--- src/shared/mcib_regs.svh ---
// offsets, field codes and fixed values of the capability identification bytes
`ifndef MCIB_REGS_SVH
`define MCIB_REGS_SVH

// byte offsets on the upper identification page
`define MCIB_OFS_MODULE_TYPE_ID       8'h80
`define MCIB_OFS_MODULE_DESCRIPTION   8'h81
`define MCIB_OFS_REQUIRED_SUPPLIES    8'h82
`define MCIB_OFS_MAX_CASE_TEMPERATURE 8'h83
`define MCIB_OFS_MIN_SIGNAL_RATE      8'h84
`define MCIB_OFS_MAX_SIGNAL_RATE      8'h85
`define MCIB_OFS_CENTER_WAVELENGTH    8'h86
`define MCIB_OFS_WAVELENGTH_TOLERANCE 8'h88
`define MCIB_OFS_SUPPORTED_FLAGS      8'h8A
`define MCIB_OFS_SUPPORTED_MON_A      8'h8B
`define MCIB_OFS_SUPPORTED_MON_B      8'h8C
`define MCIB_OFS_CHECKSUM             8'hDF

// first and last byte held by this block, and the byte count
`define MCIB_CAP_FIRST                8'h80
`define MCIB_CAP_LAST                 8'h8C
`define MCIB_CAP_BYTES                13

// power class codes
`define MCIB_PWR_BELOW_1W5            2'h0
`define MCIB_PWR_BELOW_2W0            2'h1
`define MCIB_PWR_BELOW_2W5            2'h2
`define MCIB_PWR_BELOW_3W5            2'h3

// reserved bit groups and unmapped bytes read as zero
`define MCIB_RSVD1                    1'h0
`define MCIB_RSVD2                    2'h0
`define MCIB_RSVD3                    3'h0
`define MCIB_UNMAPPED                 8'h00

// serial engine constants
`define MCIB_BITS_PER_BYTE            4'h8
`define MCIB_BIT_STEP                 4'h1
`define MCIB_PTR_STEP                 8'h01
`define MCIB_DEV_ADDR_DEFAULT         7'h50
`define MCIB_DEV_ADDR_LIMIT           7'h78
`define MCIB_SDA_LOW                  1'h0

`endif

--- src/shared/mcib_pkg.sv ---
// types shared by the capability identification block
package mcib_pkg;

  // fixed capability contents, byte 128 field first
  typedef struct packed {
    logic [7:0]  module_type_id;
    logic [1:0]  power_class;
    logic        tx_clock_recovery;
    logic        rx_clock_recovery;
    logic        ref_clock_needed;
    logic        second_page_present;
    logic        controlled_launch;
    logic        supply_3v3;
    logic        supply_2v5;
    logic        supply_1v8;
    logic        auxiliary_supply;
    logic        variable_supply;
    logic [7:0]  max_case_temperature;
    logic [7:0]  min_signal_rate;
    logic [7:0]  max_signal_rate;
    logic [15:0] center_wavelength;
    logic [15:0] wavelength_tolerance;
    logic        tx_fault_flag;
    logic        tx_los_flag;
    logic        rx_los_flag;
    logic        cdr_lol_flag;
    logic        squelch_on_los;
    logic        alarm_and_warning;
    logic        tx_bias_monitor;
    logic        transmit_optical_power_monitor;
    logic        per_channel_rx_power;
    logic        rx_power_average;
    logic        case_temperature_monitor;
    logic        internal_temp_monitor;
    logic        peak_temp_monitor;
    logic        elapsed_time_monitor;
    logic        ber_monitor;
    logic        vcc_3v3_monitor;
    logic        vcc_2v5_monitor;
    logic        vcc_1v8_monitor;
    logic        auxiliary_supply_monitor;
    logic        thermoelectric_cooler_monitor;
  } mcib_cap_t;

  // serial engine states
  typedef enum logic [3:0] {
    MCIB_IDLE      = 4'b0000,
    MCIB_DEV       = 4'b0001,
    MCIB_DEV_ACK   = 4'b0010,
    MCIB_ADDR      = 4'b0011,
    MCIB_ADDR_ACK  = 4'b0100,
    MCIB_WDATA     = 4'b0101,
    MCIB_WDATA_ACK = 4'b0110,
    MCIB_RDATA     = 4'b0111,
    MCIB_RACK      = 4'b1000
  } mcib_state_t;

  // two-wire line levels after synchronising
  typedef struct packed {
    logic scl;
    logic sda;
  } mcib_line_t;

endpackage

--- src/core/mcib_pin_sync.sv ---
// two flip-flop synchroniser for asynchronous pin inputs
`timescale 1ns/1ps
module mcib_pin_sync #(
  parameter int W = 2
) (
  // clock and reset
  input  wire logic         mclk,
  input  wire logic         resetn,
  // pins in, synchronised levels out
  input  wire logic [W-1:0] pin_level,
  output logic      [W-1:0] sync_level
);
  import mcib_pkg::*;

  typedef struct packed {
    logic [W-1:0] stage2;
    logic [W-1:0] stage1;
  } mcib_sync_t;

  mcib_sync_t r_q;
  mcib_sync_t r_d;

  if (W < 1) begin : g_bad_width
    $error("mcib_pin_sync needs at least one line");
  end

  // stage1 is read only by stage2
  always_comb begin
    r_d        = r_q;
    r_d.stage1 = pin_level;
    r_d.stage2 = r_q.stage1;
  end

  // idle two-wire lines are high, so reset to high
  always_ff @(posedge mclk or negedge resetn) begin
    if (!resetn) begin
      r_q <= '1;
    end else begin
      r_q <= r_d;
    end
  end

  assign sync_level = r_q.stage2;
endmodule

--- src/core/mcib_id_rom.sv ---
// fixed capability bytes and their check code, looked up by byte address
`timescale 1ns/1ps
`include "mcib_regs.svh"
module mcib_id_rom
  import mcib_pkg::*;
#(
  parameter mcib_pkg::mcib_cap_t CAP = '0
) (
  // byte lookup
  input  wire logic [7:0] byte_addr,
  output logic      [7:0] byte_data
);
  import mcib_pkg::*;

  localparam int NB = `MCIB_CAP_BYTES;

  // image of bytes 128..140, byte 128 in the top lane
  localparam logic [NB*8-1:0] IMG = {
    CAP.module_type_id,
    CAP.power_class, CAP.tx_clock_recovery, CAP.rx_clock_recovery,
    CAP.ref_clock_needed, CAP.second_page_present, CAP.controlled_launch,
    `MCIB_RSVD1,
    CAP.supply_3v3, CAP.supply_2v5, CAP.supply_1v8, CAP.auxiliary_supply,
    CAP.variable_supply, `MCIB_RSVD3,
    CAP.max_case_temperature,
    CAP.min_signal_rate,
    CAP.max_signal_rate,
    CAP.center_wavelength,
    CAP.wavelength_tolerance,
    CAP.tx_fault_flag, CAP.tx_los_flag, CAP.rx_los_flag, CAP.cdr_lol_flag,
    CAP.squelch_on_los, CAP.alarm_and_warning, `MCIB_RSVD2,
    CAP.tx_bias_monitor, CAP.transmit_optical_power_monitor,
    CAP.per_channel_rx_power, CAP.rx_power_average,
    CAP.case_temperature_monitor, CAP.internal_temp_monitor,
    CAP.peak_temp_monitor, CAP.elapsed_time_monitor,
    CAP.ber_monitor, CAP.vcc_3v3_monitor, CAP.vcc_2v5_monitor,
    CAP.vcc_1v8_monitor, CAP.auxiliary_supply_monitor,
    CAP.thermoelectric_cooler_monitor, `MCIB_RSVD2
  };

  // byte i of the image, counted from byte 128
  function automatic logic [7:0] img_byte(input int i);
    img_byte = IMG[(NB-1-i)*8 +: 8];
  endfunction

  // low eight bits of the sum; bytes 141..222 are zero in this block
  function automatic logic [7:0] img_sum();
    logic [7:0] s;
    s = '0;
    for (int i = 0; i < NB; i++) begin
      s = s + img_byte(i);
    end
    img_sum = s;
  endfunction

  localparam logic [7:0] CHECK_CODE = img_sum();

  // every value is a constant, so reads never depend on history
  always_comb begin
    if (byte_addr >= `MCIB_CAP_FIRST && byte_addr <= `MCIB_CAP_LAST) begin
      byte_data = img_byte(int'(byte_addr - `MCIB_CAP_FIRST));
    end else if (byte_addr == `MCIB_OFS_CHECKSUM) begin
      byte_data = CHECK_CODE;
    end else begin
      byte_data = `MCIB_UNMAPPED;
    end
  end
endmodule

--- src/core/mcib_twowire_id.sv ---
// two-wire management slave serving the read-only capability identification bytes
`timescale 1ns/1ps
`include "mcib_regs.svh"

// Notes on behaviour
// byte 128 returns the module type identifier, 00h when unspecified
// byte 129 bits 7-6 give the power class code
// byte 129 bit 5 transmit, bit 4 receive clock recovery present
// byte 129 bit 3 set when an external reference clock is needed
// byte 129 bit 2 set when the second upper page exists
// byte 129 bit 1 controlled-launch transmitter; bit 0 reserved zero
// byte 130 flags required supplies in bits 7-3; bits 2-0 reserved
// byte 131 maximum case temperature, one degree per step
// byte 132 minimum channel rate in 100 Mb/s units, zero unknown
// byte 133 maximum channel rate in 100 Mb/s units, zero unknown
// bytes 134-135 centre wavelength, value over 20 in nm, zero unused
// bytes 136-137 wavelength tolerance, value over 200 in nm, zero unused
// byte 138 bits 7-3 flag supported indications; bits 1-0 reserved
// byte 138 bit 2 set for alarm and warning flags, clear alarms only
// byte 139 flags bias, power, temperature and elapsed time monitors
// byte 139 bit 5 per-channel receive power, bit 4 average power
// byte 140 flags error rate, supply and cooler monitors; bits 1-0 zero
// byte 223 holds low eight bits of sum of bytes 128..222
// host writes are ignored; every read returns the same fixed values
module mcib_twowire_id
  import mcib_pkg::*;
#(
  parameter logic [6:0]           DEV_ADDR = `MCIB_DEV_ADDR_DEFAULT,
  parameter mcib_pkg::mcib_cap_t  CAP      = '0
) (
  // clock and reset
  input  wire logic mclk,
  input  wire logic resetn,
  // two-wire management pins
  input  wire logic scl,
  input  wire logic sda_in,
  output logic      sda_out,
  output logic      sda_oe_n,
  // status
  output logic      busy
);
  import mcib_pkg::*;

  // all engine state in one record
  typedef struct packed {
    mcib_state_t state;
    logic [3:0]  bit_cnt;
    logic [7:0]  shreg;
    logic [7:0]  ptr;
    logic        rd_mode;
    logic        oe_n;
    mcib_line_t  line_prev;
  } mcib_core_t;

  mcib_core_t  r_q;
  mcib_core_t  r_d;
  mcib_line_t  line_s;
  logic [7:0]  rom_data;
  logic        scl_rise;
  logic        scl_fall;
  logic        start_seen;
  logic        stop_seen;
  logic        byte_done;

  // refused at elaboration, before any logic is built
  if (DEV_ADDR >= `MCIB_DEV_ADDR_LIMIT) begin : g_bad_addr
    $error("mcib_twowire_id: device address falls in the reserved range");
  end
  if (CAP.power_class > `MCIB_PWR_BELOW_3W5) begin : g_bad_class
    $error("mcib_twowire_id: power class out of range");
  end

  // pins are asynchronous to mclk
  mcib_pin_sync #(
    .W (2)
  ) u_sync (
    .mclk       (mclk),
    .resetn     (resetn),
    .pin_level  ({scl, sda_in}),
    .sync_level (line_s)
  );


  mcib_id_rom #(
    .CAP (CAP)
  ) u_rom (
    .byte_addr (r_q.ptr),
    .byte_data (rom_data)
  );

  // edges and bus conditions, all on synchronised levels
  assign scl_rise   = line_s.scl && !r_q.line_prev.scl;
  assign scl_fall   = !line_s.scl && r_q.line_prev.scl;
  assign start_seen = line_s.scl && r_q.line_prev.scl &&
                      r_q.line_prev.sda && !line_s.sda;
  assign stop_seen  = line_s.scl && r_q.line_prev.scl &&
                      !r_q.line_prev.sda && line_s.sda;
  assign byte_done  = (r_q.bit_cnt == `MCIB_BITS_PER_BYTE);

  always_comb begin
    r_d           = r_q;
    r_d.line_prev = line_s;
    if (start_seen) begin
      // a repeated start is taken in any state, pointer kept
      r_d.state   = MCIB_DEV;
      r_d.bit_cnt = '0;
      r_d.oe_n    = 1'b1;
    end else if (stop_seen) begin
      r_d.state   = MCIB_IDLE;
      r_d.oe_n    = 1'b1;
    end else if (scl_rise) begin
      // sample host bits while clock is high
      if (r_q.state == MCIB_DEV || r_q.state == MCIB_ADDR ||
          r_q.state == MCIB_WDATA) begin
        r_d.shreg   = {r_q.shreg[6:0], line_s.sda};
        r_d.bit_cnt = r_q.bit_cnt + `MCIB_BIT_STEP;
      end else if (r_q.state == MCIB_RACK && line_s.sda) begin
        // host said no more: leave the line alone until next start
        r_d.state = MCIB_IDLE;
      end
    end else if (scl_fall) begin
      // the line only changes while clock is low
      unique case (r_q.state)
        MCIB_IDLE: begin
          r_d.oe_n = 1'b1;
        end
        MCIB_DEV: begin
          if (byte_done) begin
            if (r_q.shreg[7:1] == DEV_ADDR) begin
              r_d.rd_mode = r_q.shreg[0];
              r_d.oe_n    = 1'b0;
              r_d.state   = MCIB_DEV_ACK;
            end else begin
              // another device on the bus is addressed
              r_d.state   = MCIB_IDLE;
            end
          end
        end
        MCIB_DEV_ACK: begin
          if (r_q.rd_mode) begin
            // first bit of the byte at the pointer goes out now
            r_d.shreg   = {rom_data[6:0], 1'b0};
            r_d.oe_n    = rom_data[7];
            r_d.bit_cnt = `MCIB_BIT_STEP;
            r_d.state   = MCIB_RDATA;
          end else begin
            r_d.oe_n    = 1'b1;
            r_d.bit_cnt = '0;
            r_d.state   = MCIB_ADDR;
          end
        end
        MCIB_ADDR: begin
          if (byte_done) begin
            r_d.ptr   = r_q.shreg;
            r_d.oe_n  = 1'b0;
            r_d.state = MCIB_ADDR_ACK;
          end
        end
        MCIB_ADDR_ACK, MCIB_WDATA_ACK: begin
          r_d.oe_n    = 1'b1;
          r_d.bit_cnt = '0;
          r_d.state   = MCIB_WDATA;
        end
        MCIB_WDATA: begin
          if (byte_done) begin
            // acknowledged so the host sees no bus error, data dropped
            r_d.ptr   = r_q.ptr + `MCIB_PTR_STEP;
            r_d.oe_n  = 1'b0;
            r_d.state = MCIB_WDATA_ACK;
          end
        end
        MCIB_RDATA: begin
          if (byte_done) begin
            r_d.oe_n  = 1'b1;
            r_d.ptr   = r_q.ptr + `MCIB_PTR_STEP;
            r_d.state = MCIB_RACK;
          end else begin
            r_d.oe_n    = r_q.shreg[7];
            r_d.shreg   = {r_q.shreg[6:0], 1'b0};
            r_d.bit_cnt = r_q.bit_cnt + `MCIB_BIT_STEP;
          end
        end
        MCIB_RACK: begin
          // host acknowledged: stream the next byte
          r_d.shreg   = {rom_data[6:0], 1'b0};
          r_d.oe_n    = rom_data[7];
          r_d.bit_cnt = `MCIB_BIT_STEP;
          r_d.state   = MCIB_RDATA;
        end
        default: begin
          r_d.state = MCIB_IDLE;
          r_d.oe_n  = 1'b1;
        end
      endcase
    end
  end

  // stored contents never change, so reset only restarts the engine
  always_ff @(posedge mclk or negedge resetn) begin
    if (!resetn) begin
      r_q.state     <= MCIB_IDLE;
      r_q.bit_cnt   <= '0;
      r_q.shreg     <= '0;
      r_q.ptr       <= '0;
      r_q.rd_mode   <= 1'b0;
      r_q.oe_n      <= 1'b1;
      r_q.line_prev <= '1;
    end else begin
      r_q <= r_d;
    end
  end

  // open drain: only ever pulls low
  assign sda_out  = `MCIB_SDA_LOW;
  assign sda_oe_n = r_q.oe_n;
  assign busy     = (r_q.state != MCIB_IDLE);
endmodule

--- config.mk ---
export PLATFORM = sky130hd
export DESIGN_NAME = mcib_twowire_id
export DESIGN_NICKNAME = d
export VERILOG_FILES = /design/src/shared/mcib_pkg.sv /design/src/core/mcib_pin_sync.sv /design/src/core/mcib_id_rom.sv /design/src/core/mcib_twowire_id.sv
export VERILOG_INCLUDE_DIRS = /design/src /design/src/shared
export SDC_FILE = /design/constraint.sdc
export NUM_CORES = 1
export LEC_CHECK = 0
export BUFFER_PORTS_ARGS = -buffer_cell sky130_fd_sc_hd__buf_2
export CELL_PAD_IN_SITES_DETAIL_PLACEMENT = 1
export CELL_PAD_IN_SITES_GLOBAL_PLACEMENT = 1
export CORE_MARGIN = 2
export CORE_UTILIZATION = 47
export CTS_BUF_LIST = sky130_fd_sc_hd__clkbuf_8 sky130_fd_sc_hd__clkbuf_16
export DETAILED_ROUTE_END_ITERATION = 10
export HOLD_SLACK_MARGIN = 0.02
export PLACE_DENSITY = 0.84
export SLEW_MARGIN = 10
export SYNTH_ARGS = -nofsm -noshare
export SYNTH_HDL_FRONTEND = slang
export SYNTH_SLANG_ARGS = --single-unit
--- constraint.sdc ---
create_clock -name mclk -period 2.4 [get_ports mclk]
set_input_delay 0.24 -clock mclk [delete_from_list [all_inputs] [get_ports mclk]]
set_output_delay 0.24 -clock mclk [all_outputs]
set_load 0.03 [all_outputs]
==> metrics, run 1 <==
total CTS buffers=3; Worst Tran Pin Value=between 0.5 and 0.6 ns; Die Height=between 60 and 70 um; Final setup viols=0; unrepaired setup endpoints after global routing=false; design area=1670 um2; leakage=approximately 0.00073 uW; final period utilization=slightly above 90%; post-synth top area share=between 20% and 30%; delay of the slowest critical-path stage=just under 0.7 ns; pin count of the biggest net entering global routing=25; CTS Root Cell=clkbuf_8; syn_nets=around 180; WL per Instance=17.3 um; Synth-to-Final Area Change=8.17%; placed inst area=approximately 1600 um2; number of synthesized register bits=24; largest cells by area after synthesis=dfrtp_1 27%, dfstp_2 12%, ha_1 4.9%; Detail Placement HPWL=2760 um; Synth Cell Area=1550 um2; drt drc=0; setup repair bufs after CTS=0; Routed Antenna Nets=0; Post-Route WL=3710 um; top-count cell post-synth=dfrtp_1; Worst EP arrival=approximately 2.4 ns; Yosys top cell by area=dfrtp_1; clk slew on worst S/H paths=0.09 ns; IO Count=7; share of flip-flops with an asynchronous set or reset=100%; diodes inserted=0; vias in the first global route=1,299; synth cell count leaders=17 x dfrtp_1, 14 x inv_1, 11 x nand2_1; Starting Density=between 40 and 50%; FP Rows=20; critical-path cell list=and4b_2 -> a21oi_2 -> nor2_1 -> or4b_1 -> o31ai_1; vias per cell=just under 6; GRT Residual Overflow=0; initial drt markers=60; final count of hold timing violations=0; Post-Syn Area per Cell=about 9.4 um2; DP Cell Count=209; VDD IR max=0.385 mV; Synth Instances=165; Rel. slew slack=64.1%; Peak Freq=approximately 0.45 GHz; WP data required=roughly 2.6 ns; HP Class=in2reg; Vias=1,246; slowest library cell on the worst path=dfrtp_1; share of cells above drive strength 1=16.5%; sequential area share after synthesis=around two fifths; die area=3770 um2; most common flop cell mapped by yosys=dfrtp_1; FILL cells=400; GRT Total Usage=between 20 and 25%; Yosys cell types=48; chip width=roughly 60 um; Synth warnings=0; PD cells=574 nW/um2; CP Class=reg2reg; core area=slightly above 3000 um2; Max FO, Critical Path=16; DR pass1 iterations=4; Final Wtd Congestion=~0.91; H-tree lvl count=1; Post-synth EDFFs=0; status=complete, no violations; Final Non-Filler Cells=~210; nets=about 180; wire length of the first global-routing pass=about 6400 um; min Tclk post-route=around 2.2 ns; final setup TNS=0 ns; initial antenna violation count=0; CTS sink count=24; worst slack, placed=between 0.2 and 0.25 ns; Port Buf Inserts=5; CTS Buffer Depth=2; TritonCTS clock tree=done; Clock Skew=0.00642 ns; crit start category=flop; Slew Viols, Final=0; crit end category=flop; worst skew pair latency=approximately 0.27 ns; maxcap violations=0; Final WS setup=around 0.18 ns
[worst paths after layout]
| kind | cells after the start | to | from | slack (ns) |
|---|---|---|---|---|
| min in group asynchronous | 2 | r_q[21] | resetn | 0.49 |
| max | 5 | r_q[23] | r_q[25] | 0.18 |
| min reg2reg | 0 | u_sync.sync_level[0] | u_sync.r_d[2] | 0.36 |
| max reg2reg | 5 | r_q[23] | r_q[25] | 0.18 |
| max in group asynchronous | 2 | u_sync.sync_level[1] | resetn | 1.54 |
| min | 1 | u_sync.r_d[3] | scl | 0.06 |
[per-stage QoR]
| stage | hold WS (ns) | util (%) | total power, uW |
|---|---|---|---|
| after floorplan | -0.0556 | - | 633 |
| after detailed placement | 0.262 | 51.9 | 689 |
| after CTS | 0.0610 | 54.0 | 968 |
| after global routing | 0.0543 | 54.0 | 1010 |
| final | 0.0644 | 54.0 | 962 |
| after global placement | 0.248 | 51.9 | 677 |
[flip-flops by register name, indices dropped and copies added (netlist names)]
signal	count
r_q	19
u_sync.sync_level	2
sda_oe_n	1
u_sync.r_d	2
[critical path, delay by kind of cell, from the launching register on]
family,cells,cell delay (ns)
compound gates,2,0.34
simple gates,3,1.10
flops,1,0.69
[cells in the final DEF (no fill, tap or decap), drive strengths merged, types with 3 or more instances in the layout]
| cell | instances |
|---|---|
| dfrtp | 17 |
| inv | 14 |
| o21ai | 11 |
| nor2b | 4 |
| mux2i | 6 |
| nand2b | 4 |
| buf | 10 |
| nand2 | 11 |
| mux2 | 6 |
| and2 | 4 |
| clkbuf | 4 |
| xnor2 | 3 |
| nand3 | 5 |
| nor3 | 6 |
| dfstp | 7 |
| ha | 6 |
| a21oi | 10 |
| o31ai | 4 |
| nor2 | 8 |
[final cells by class]
type / instances / area [um2] / share of cell area, %
Inverter: 14 / 52.6 / 3.14
Clock buffer: 4 / 55.1 / 3.29
Tap cell: 44 / 55.1 / 3.29
Multi-Input combinational cell: 117 / 830 / 49.6
Sequential cell: 24 / 609 / 36.4
Timing Repair Buffer: 11 / 72.6 / 4.33
[where the power goes]
group          internal [uW]  leakage [uW]  switching [uW]
logic                   77.3      0.000392             130
clock network            147     0.0000288             129
registers                439      0.000309            38.7
total                    663      0.000730             298
[layer usage]
| layer | GRT usage (%) | vias to the layer above | part of all wire, % |
|---|---|---|---|
| li1 | - | 591 | - |
| met1 | 31.6 | 617 | 45 |
| met2 | 37.5 | 23 | 49 |
| met3 | 3.78 | 15 | 2.3 |
| met4 | 8.21 | 0 | 2.7 |
| met5 | 0 | - | 0 |
[kinds of logic (layout without fill, tap and decap cells)]
kind of cell	Yosys count	count (layout)	share of synthesized area [%]
other	1	1	0.242
buffers and inverters	24	29	7.03
xor gates and xnor gates	4	4	2.26
DFF	24	24	39.4
AOI/OAI and AO/OA	38	38	16.8
muxes	12	12	8.25
adders and majority gates	6	6	4.85
and+or+nand+nor	56	56	21.2
[timing repair]
| item | in CTS | in global routing |
|---|---|---|
| hold endpoints to repair | 17 | 0 |
| resized for setup | 0 | 0 |
| hold buffers | 1 | 0 |
Power figures use the tool's default switching activity.
==> run 2: changes to the inputs <==
- CORE_UTILIZATION: 47 -> 49
- GPL_TIMING_DRIVEN: not set -> 0
- PLACE_DENSITY: 0.84 -> 0.86
- SYNTH_HIERARCHICAL: not set -> 1
==> metrics, run 2 <==
nets=207 (+14%); Crit. path cell count=7 (+2); Synth warnings=6 (+6); Top delay family on crit path=simple AND/OR/NAND/NOR gates; commonest non-fill, non-tap cell in the layout=dfrtp_1; WP data required=2.61 ns (+0.04 ns); Peak Freq=0.432 GHz (-4.0%); status=complete, no violations; vias in the first global route=1,632 (+26%); maxcap violations=0 (unchanged); FP Rows=21 (+5.0%); vias per cell=6.00 (+3.0%); crit start category=flop; initial antenna violation count=0 (unchanged); internal power=660 uW (-0.50%); DR pass1 iterations=4 (unchanged); pin count of the biggest net entering global routing=25 (unchanged); Synth Instances=179 (+8.5%); total CTS buffers=3 (unchanged); HP Class=in2reg; Starting Density=51.0% (+1.1 points); Largest register FFs=19 (unchanged); crit end category=flop; slowest library cell on the worst path=or4b_2; final count of hold timing violations=0 (unchanged); Clock Skew=0.00199 ns (-0.00443 ns); Worst EP arrival=2.53 ns (+0.13 ns); sequential power share=51.0% (+1.3 points); Synth Cell Area=1690 um2 (+9.1%); worst skew pair latency=0.27 ns (about the same); drt drc=0 (unchanged); Port Buf Inserts=5 (unchanged); crit path launch=r_q[1]; Switching Fraction=31.4% (+0.39 points); Die Height=62.7 um (+2.2%); Post-Syn Area per Cell=9.44 um2 (+0.60%); Final WS setup=0.0829 ns (-0.0928 ns); CP bufs+invs=1 (+1); hold depth=1 (unchanged); min Tclk post-route=2.32 ns (+0.0928 ns); Max FO, Critical Path=6 (-10); Detail Placement HPWL=3370 um (+22%); worst-case reg-to-reg path depth=7 (+2); PD cells=515 nW/um2 (-10%); final period utilization=96.5% (+3.9 points); H-tree lvl count=1 (unchanged); CP endpoint=r_q[24]; Vias=1,451 (+16%); setup repair bufs after CTS=0 (unchanged); die area=3930 um2 (+4.4%); worst slack, placed=0.0546 ns (-0.183 ns); TritonCTS clock tree=done; GRT Total Usage=25.5% (+2.4 points); VDD IR max=0.291 mV (-24%); critical-path cell list=inv_1 -> ha_1 -> nand2b_2 -> or4b_2 -> o21a_1 -> a21oi_1 -> mux2_2; CTS Root Cell=clkbuf_8; diodes inserted=0 (unchanged); IO Count=7 (unchanged); core area=3310 um2 (+6.7%); GRT Residual Overflow=0 (unchanged); final setup TNS=0 ns (unchanged); initial drt markers=110 (+83%); Rel. slew slack=62.8% (-1.3 points); Worst Tran Pin Value=0.553 ns (+0.0148 ns); delay of the slowest critical-path stage=0.69 ns (about the same); Largest Register=r_q; Routed Antenna Nets=0 (unchanged); CTS Buffer Depth=2 (unchanged); reg2reg start=r_q[1]; Worst R2R End=r_q[24]; leakage=0.000861 uW (+18%); chip width=62.7 um (+2.2%); Synth-to-Final Area Change=10.5%; Clock Power Share=26.1% (-2.6 points); R2R setup slack=0.08 ns (-0.09 ns); NetSw=302 uW (+1.3%); combinational fraction of design power=22.8% (+1.2 points); Slew Viols, Final=0 (unchanged); commonest cells after routing, fill and taps aside=17 x dfrtp_1, 13 x o21ai_0; unrepaired setup endpoints after global routing=false; Final Wtd Congestion=0.938 (+3.6%); Final setup viols=0 (unchanged); clk slew on worst S/H paths=0.09 ns (about the same); share of cells above drive strength 1=26.0% (+9.5 points); CP Class=reg2reg; WL per Instance=18.7 um (+7.9%); Hold Crit Start=scl; Post-Route WL=4530 um (+22%); wire length of the first global-routing pass=7980 um (+24%); CTS sink count=24 (unchanged)
-- run 2: metrics by stage --
step | power (uW) | hold WS, ns | instance area (um2) | std cells | utilization (%)
2_1_floorplan | 645 | -0.0556 | 1720 | 186 | -
3_3_place_gp | 693 | 0.253 | 1800 | 237 | 54.3
3_5_place_dp | 712 | 0.271 | 1800 | 237 | 54.3
4_1_cts | 962 | 0.0567 | 1850 | 242 | 56.0
6_report | 962 | 0.0576 | 1870 | 242 | 56.4
5_1_grt | 1020 | 0.0495 | 1870 | 242 | 56.4
-- run 2: timing repair --
item | in CTS | in global routing
setup endpoints to repair | 0 | 12
resized for setup | 0 | 7
hold buffers | 1 | 0
hold endpoints to repair | 17 | 0
-- run 2: final cells by class --
| cell class | instances | area [um2] |
|---|---|---|
| Fill cell | 405 | 1440 |
| Multi-Input combinational cell | 134 | 966 |
| Sequential cell | 24 | 609 |
| Buffer | 19 | 120 |
| Tap cell | 46 | 57.6 |
| Clock buffer | 3 | 41.3 |
| Timing Repair Buffer | 6 | 35.0 |
| Inverter | 9 | 33.8 |
| Clock inverter | 1 | 3.75 |
-- run 2: routing by layer --
metal  vias up  track usage (%)  wire length, um
li1        678                -                -
met1       722             31.5             1860
met2        40             45.7             2430
met3        11             2.70              141
met4         0             10.0               97
met5         -                0                0
-- run 2: how the worst min path moves through the flow --
stage / to
2_1_floorplan: r_q[12]
3_3_place_gp: r_q[25]
3_5_place_dp: r_q[25]
4_1_cts: u_sync/r_d[3]
5_1_grt: u_sync/r_d[3]
6_report: u_sync/r_d[3]
-- run 2: power groups by stage --
stage          registers [uW]  logic (uW)  clock network [uW]
5_1_grt                   499         244                 272
3_5_place_dp              498         214                   0
6_report                  491         220                 251
4_1_cts                   491         217                 254
3_3_place_gp              494         199                   0
2_1_floorplan             494         151                   0
==> run 3: changes to the inputs <==
- CORE_UTILIZATION: 49 -> 35
- PLACE_DENSITY: 0.86 -> 0.67
==> metrics, run 3 (synthesis results as in run 2) <==
status=complete, no violations; Routed Antenna Nets=0 (unchanged); Synth-to-Final Area Change=10.4% (about the same); crit end category=flop; worst slack, placed=0.0655 ns (+0.0109 ns); Worst EP arrival=2.53 ns (about the same); Final Wtd Congestion=0.840 (-10%); min Tclk post-route=2.32 ns (-0.000437 ns); TritonCTS clock tree=done; CTS Buffer Depth=2 (unchanged); Port Buf Inserts=5 (unchanged); leakage=0.000855 uW (-0.65%); H-tree lvl count=1 (unchanged); WL per Instance=16.7 um (-11%); Hold Crit Start=sda_in; final count of hold timing violations=0 (unchanged); Clock Skew=0.00388 ns (+0.00189 ns); DR pass1 iterations=4 (unchanged); Max FO, Critical Path=6 (unchanged); GRT Total Usage=17.3% (-8.2 points); Largest Register=r_q; IO Count=7 (unchanged); crit start category=flop; Rel. slew slack=62.5% (-0.28 points); Post-Route WL=4160 um (-8.0%); FP Rows=25 (+19%); Peak Freq=0.432 GHz (about the same); commonest cells after routing, fill and taps aside=17 x dfrtp_1, 14 x o21ai_0, 12 x nand2_1; WP data required=2.61 ns (about the same); commonest non-fill, non-tap cell in the layout=dfrtp_1; FILL cells=557 (+38%); Largest register FFs=19 (unchanged); PD cells=509 nW/um2 (-1.2%); Vias=1,397 (-3.7%); die area=5400 um2 (+37%); pin count of the biggest net entering global routing=25 (unchanged); drt drc=0 (unchanged); Slew Viols, Final=0 (unchanged); CTS sink count=24 (unchanged); share of cells above drive strength 1=24.0% (-2.0 points); Hold Worst Slack=0.0580 ns (+0.000475 ns); final setup TNS=0 ns (unchanged); nets=207 (unchanged); clk slew on worst S/H paths=0.08 ns (about the same); Final setup viols=0 (unchanged); reg2reg start=r_q[1]; GRT Residual Overflow=0 (unchanged); vias per cell=5.59 (-6.8%); initial antenna violation count=0 (unchanged); worst skew pair latency=0.27 ns (about the same); CP Class=reg2reg; diodes inserted=0 (unchanged); Die Height=73.5 um (+17%); unrepaired setup endpoints after global routing=true; chip width=73.5 um (+17%); core area=4690 um2 (+42%); HP Class=in2reg; total CTS buffers=3 (unchanged); vias in the first global route=1,485 (-9.0%); Starting Density=36.0% (-15 points); Worst Tran Pin Value=0.563 ns (+0.0101 ns); crit path launch=r_q[1]; CTS Root Cell=clkbuf_8; final period utilization=96.5% (about the same); VDD IR max=0.184 mV (-37%); maxcap violations=0 (unchanged); initial drt markers=81 (-26%); Detail Placement HPWL=3210 um (-4.7%); Final WS setup=0.0833 ns (+0.000437 ns); wire length of the first global-routing pass=7280 um (-8.7%)
run 3: cell counts in the layout (fill, tap and decap cells not counted):
No cell type changed its count.
run 3: timing repair:
action	in CTS	in global routing
hold buffers	1	0
resized for setup	0	1
endpoints found under the setup margin	0	3
setup buffers	0	0
hold endpoints to repair	17	0
run 3: routing by layer:
| metal | up-vias | track usage (%) | routed length (um) |
|---|---|---|---|
| li1 | 678 | - | - |
| met1 | 690 | 23.2 | 1930 |
| met2 | 22 | 29.0 | 2040 |
| met3 | 7 | 2.33 | 136 |
| met4 | 0 | 5.45 | 63 |
| met5 | - | 0 | 0 |
run 3: layout make-up:
| type | count | area (um2) | share of cell area, % |
|---|---|---|---|
| buffer | 19 | 119 | 6.37 |
| clock buffer | 3 | 41.3 | 2.21 |
| clock inverter | 1 | 3.75 | 0.201 |
| inverter | 9 | 33.8 | 1.81 |
| multi-input combinational | 134 | 956 | 51.2 |
| sequential | 24 | 609 | 32.7 |
| tap | 54 | 67.6 | 3.62 |
| timing repair buffer | 6 | 35.0 | 1.88 |
run 3: worst max-delay path, cell delays in order (launching register included):
cell      delay, ns
dfstp_2        0.57
inv_1          0.05
ha_1           0.20
nand2b_2       0.25
or4b_2         0.68
o21a_1         0.19
a21oi_1        0.15
mux2_2         0.17
run 3: path summary, 6_finish.rpt:
check                                        to  slack [ns]  cells past startpoint
setup / recovery                        r_q[24]        0.08                      7
hold / removal                    u_sync/r_d[2]        0.06                      1
setup reg to reg                        r_q[24]        0.08                      7
hold reg to reg            u_sync/sync_level[1]        0.36                      0
max in group asynchronous                r_q[0]        1.54                      2
min in group asynchronous               r_q[16]        0.49                      2
run 3: where the power goes:
part | switching, uW | total (uW) | internal [uW]
clock network | 135 | 249 | 115
registers | 37.7 | 491 | 453
logic | 119 | 210 | 90.4
total | 292 | 950 | 658
run 3: per-stage QoR:
stage	std cells	utilization [%]	instance area, um2	power (uW)
finish	250	39.8	1870	950
global route	250	39.8	1870	1020
CTS	250	39.7	1860	960
detailed placement	245	38.5	1810	707
global placement	245	38.5	1810	695
floorplan	186	-	1720	645
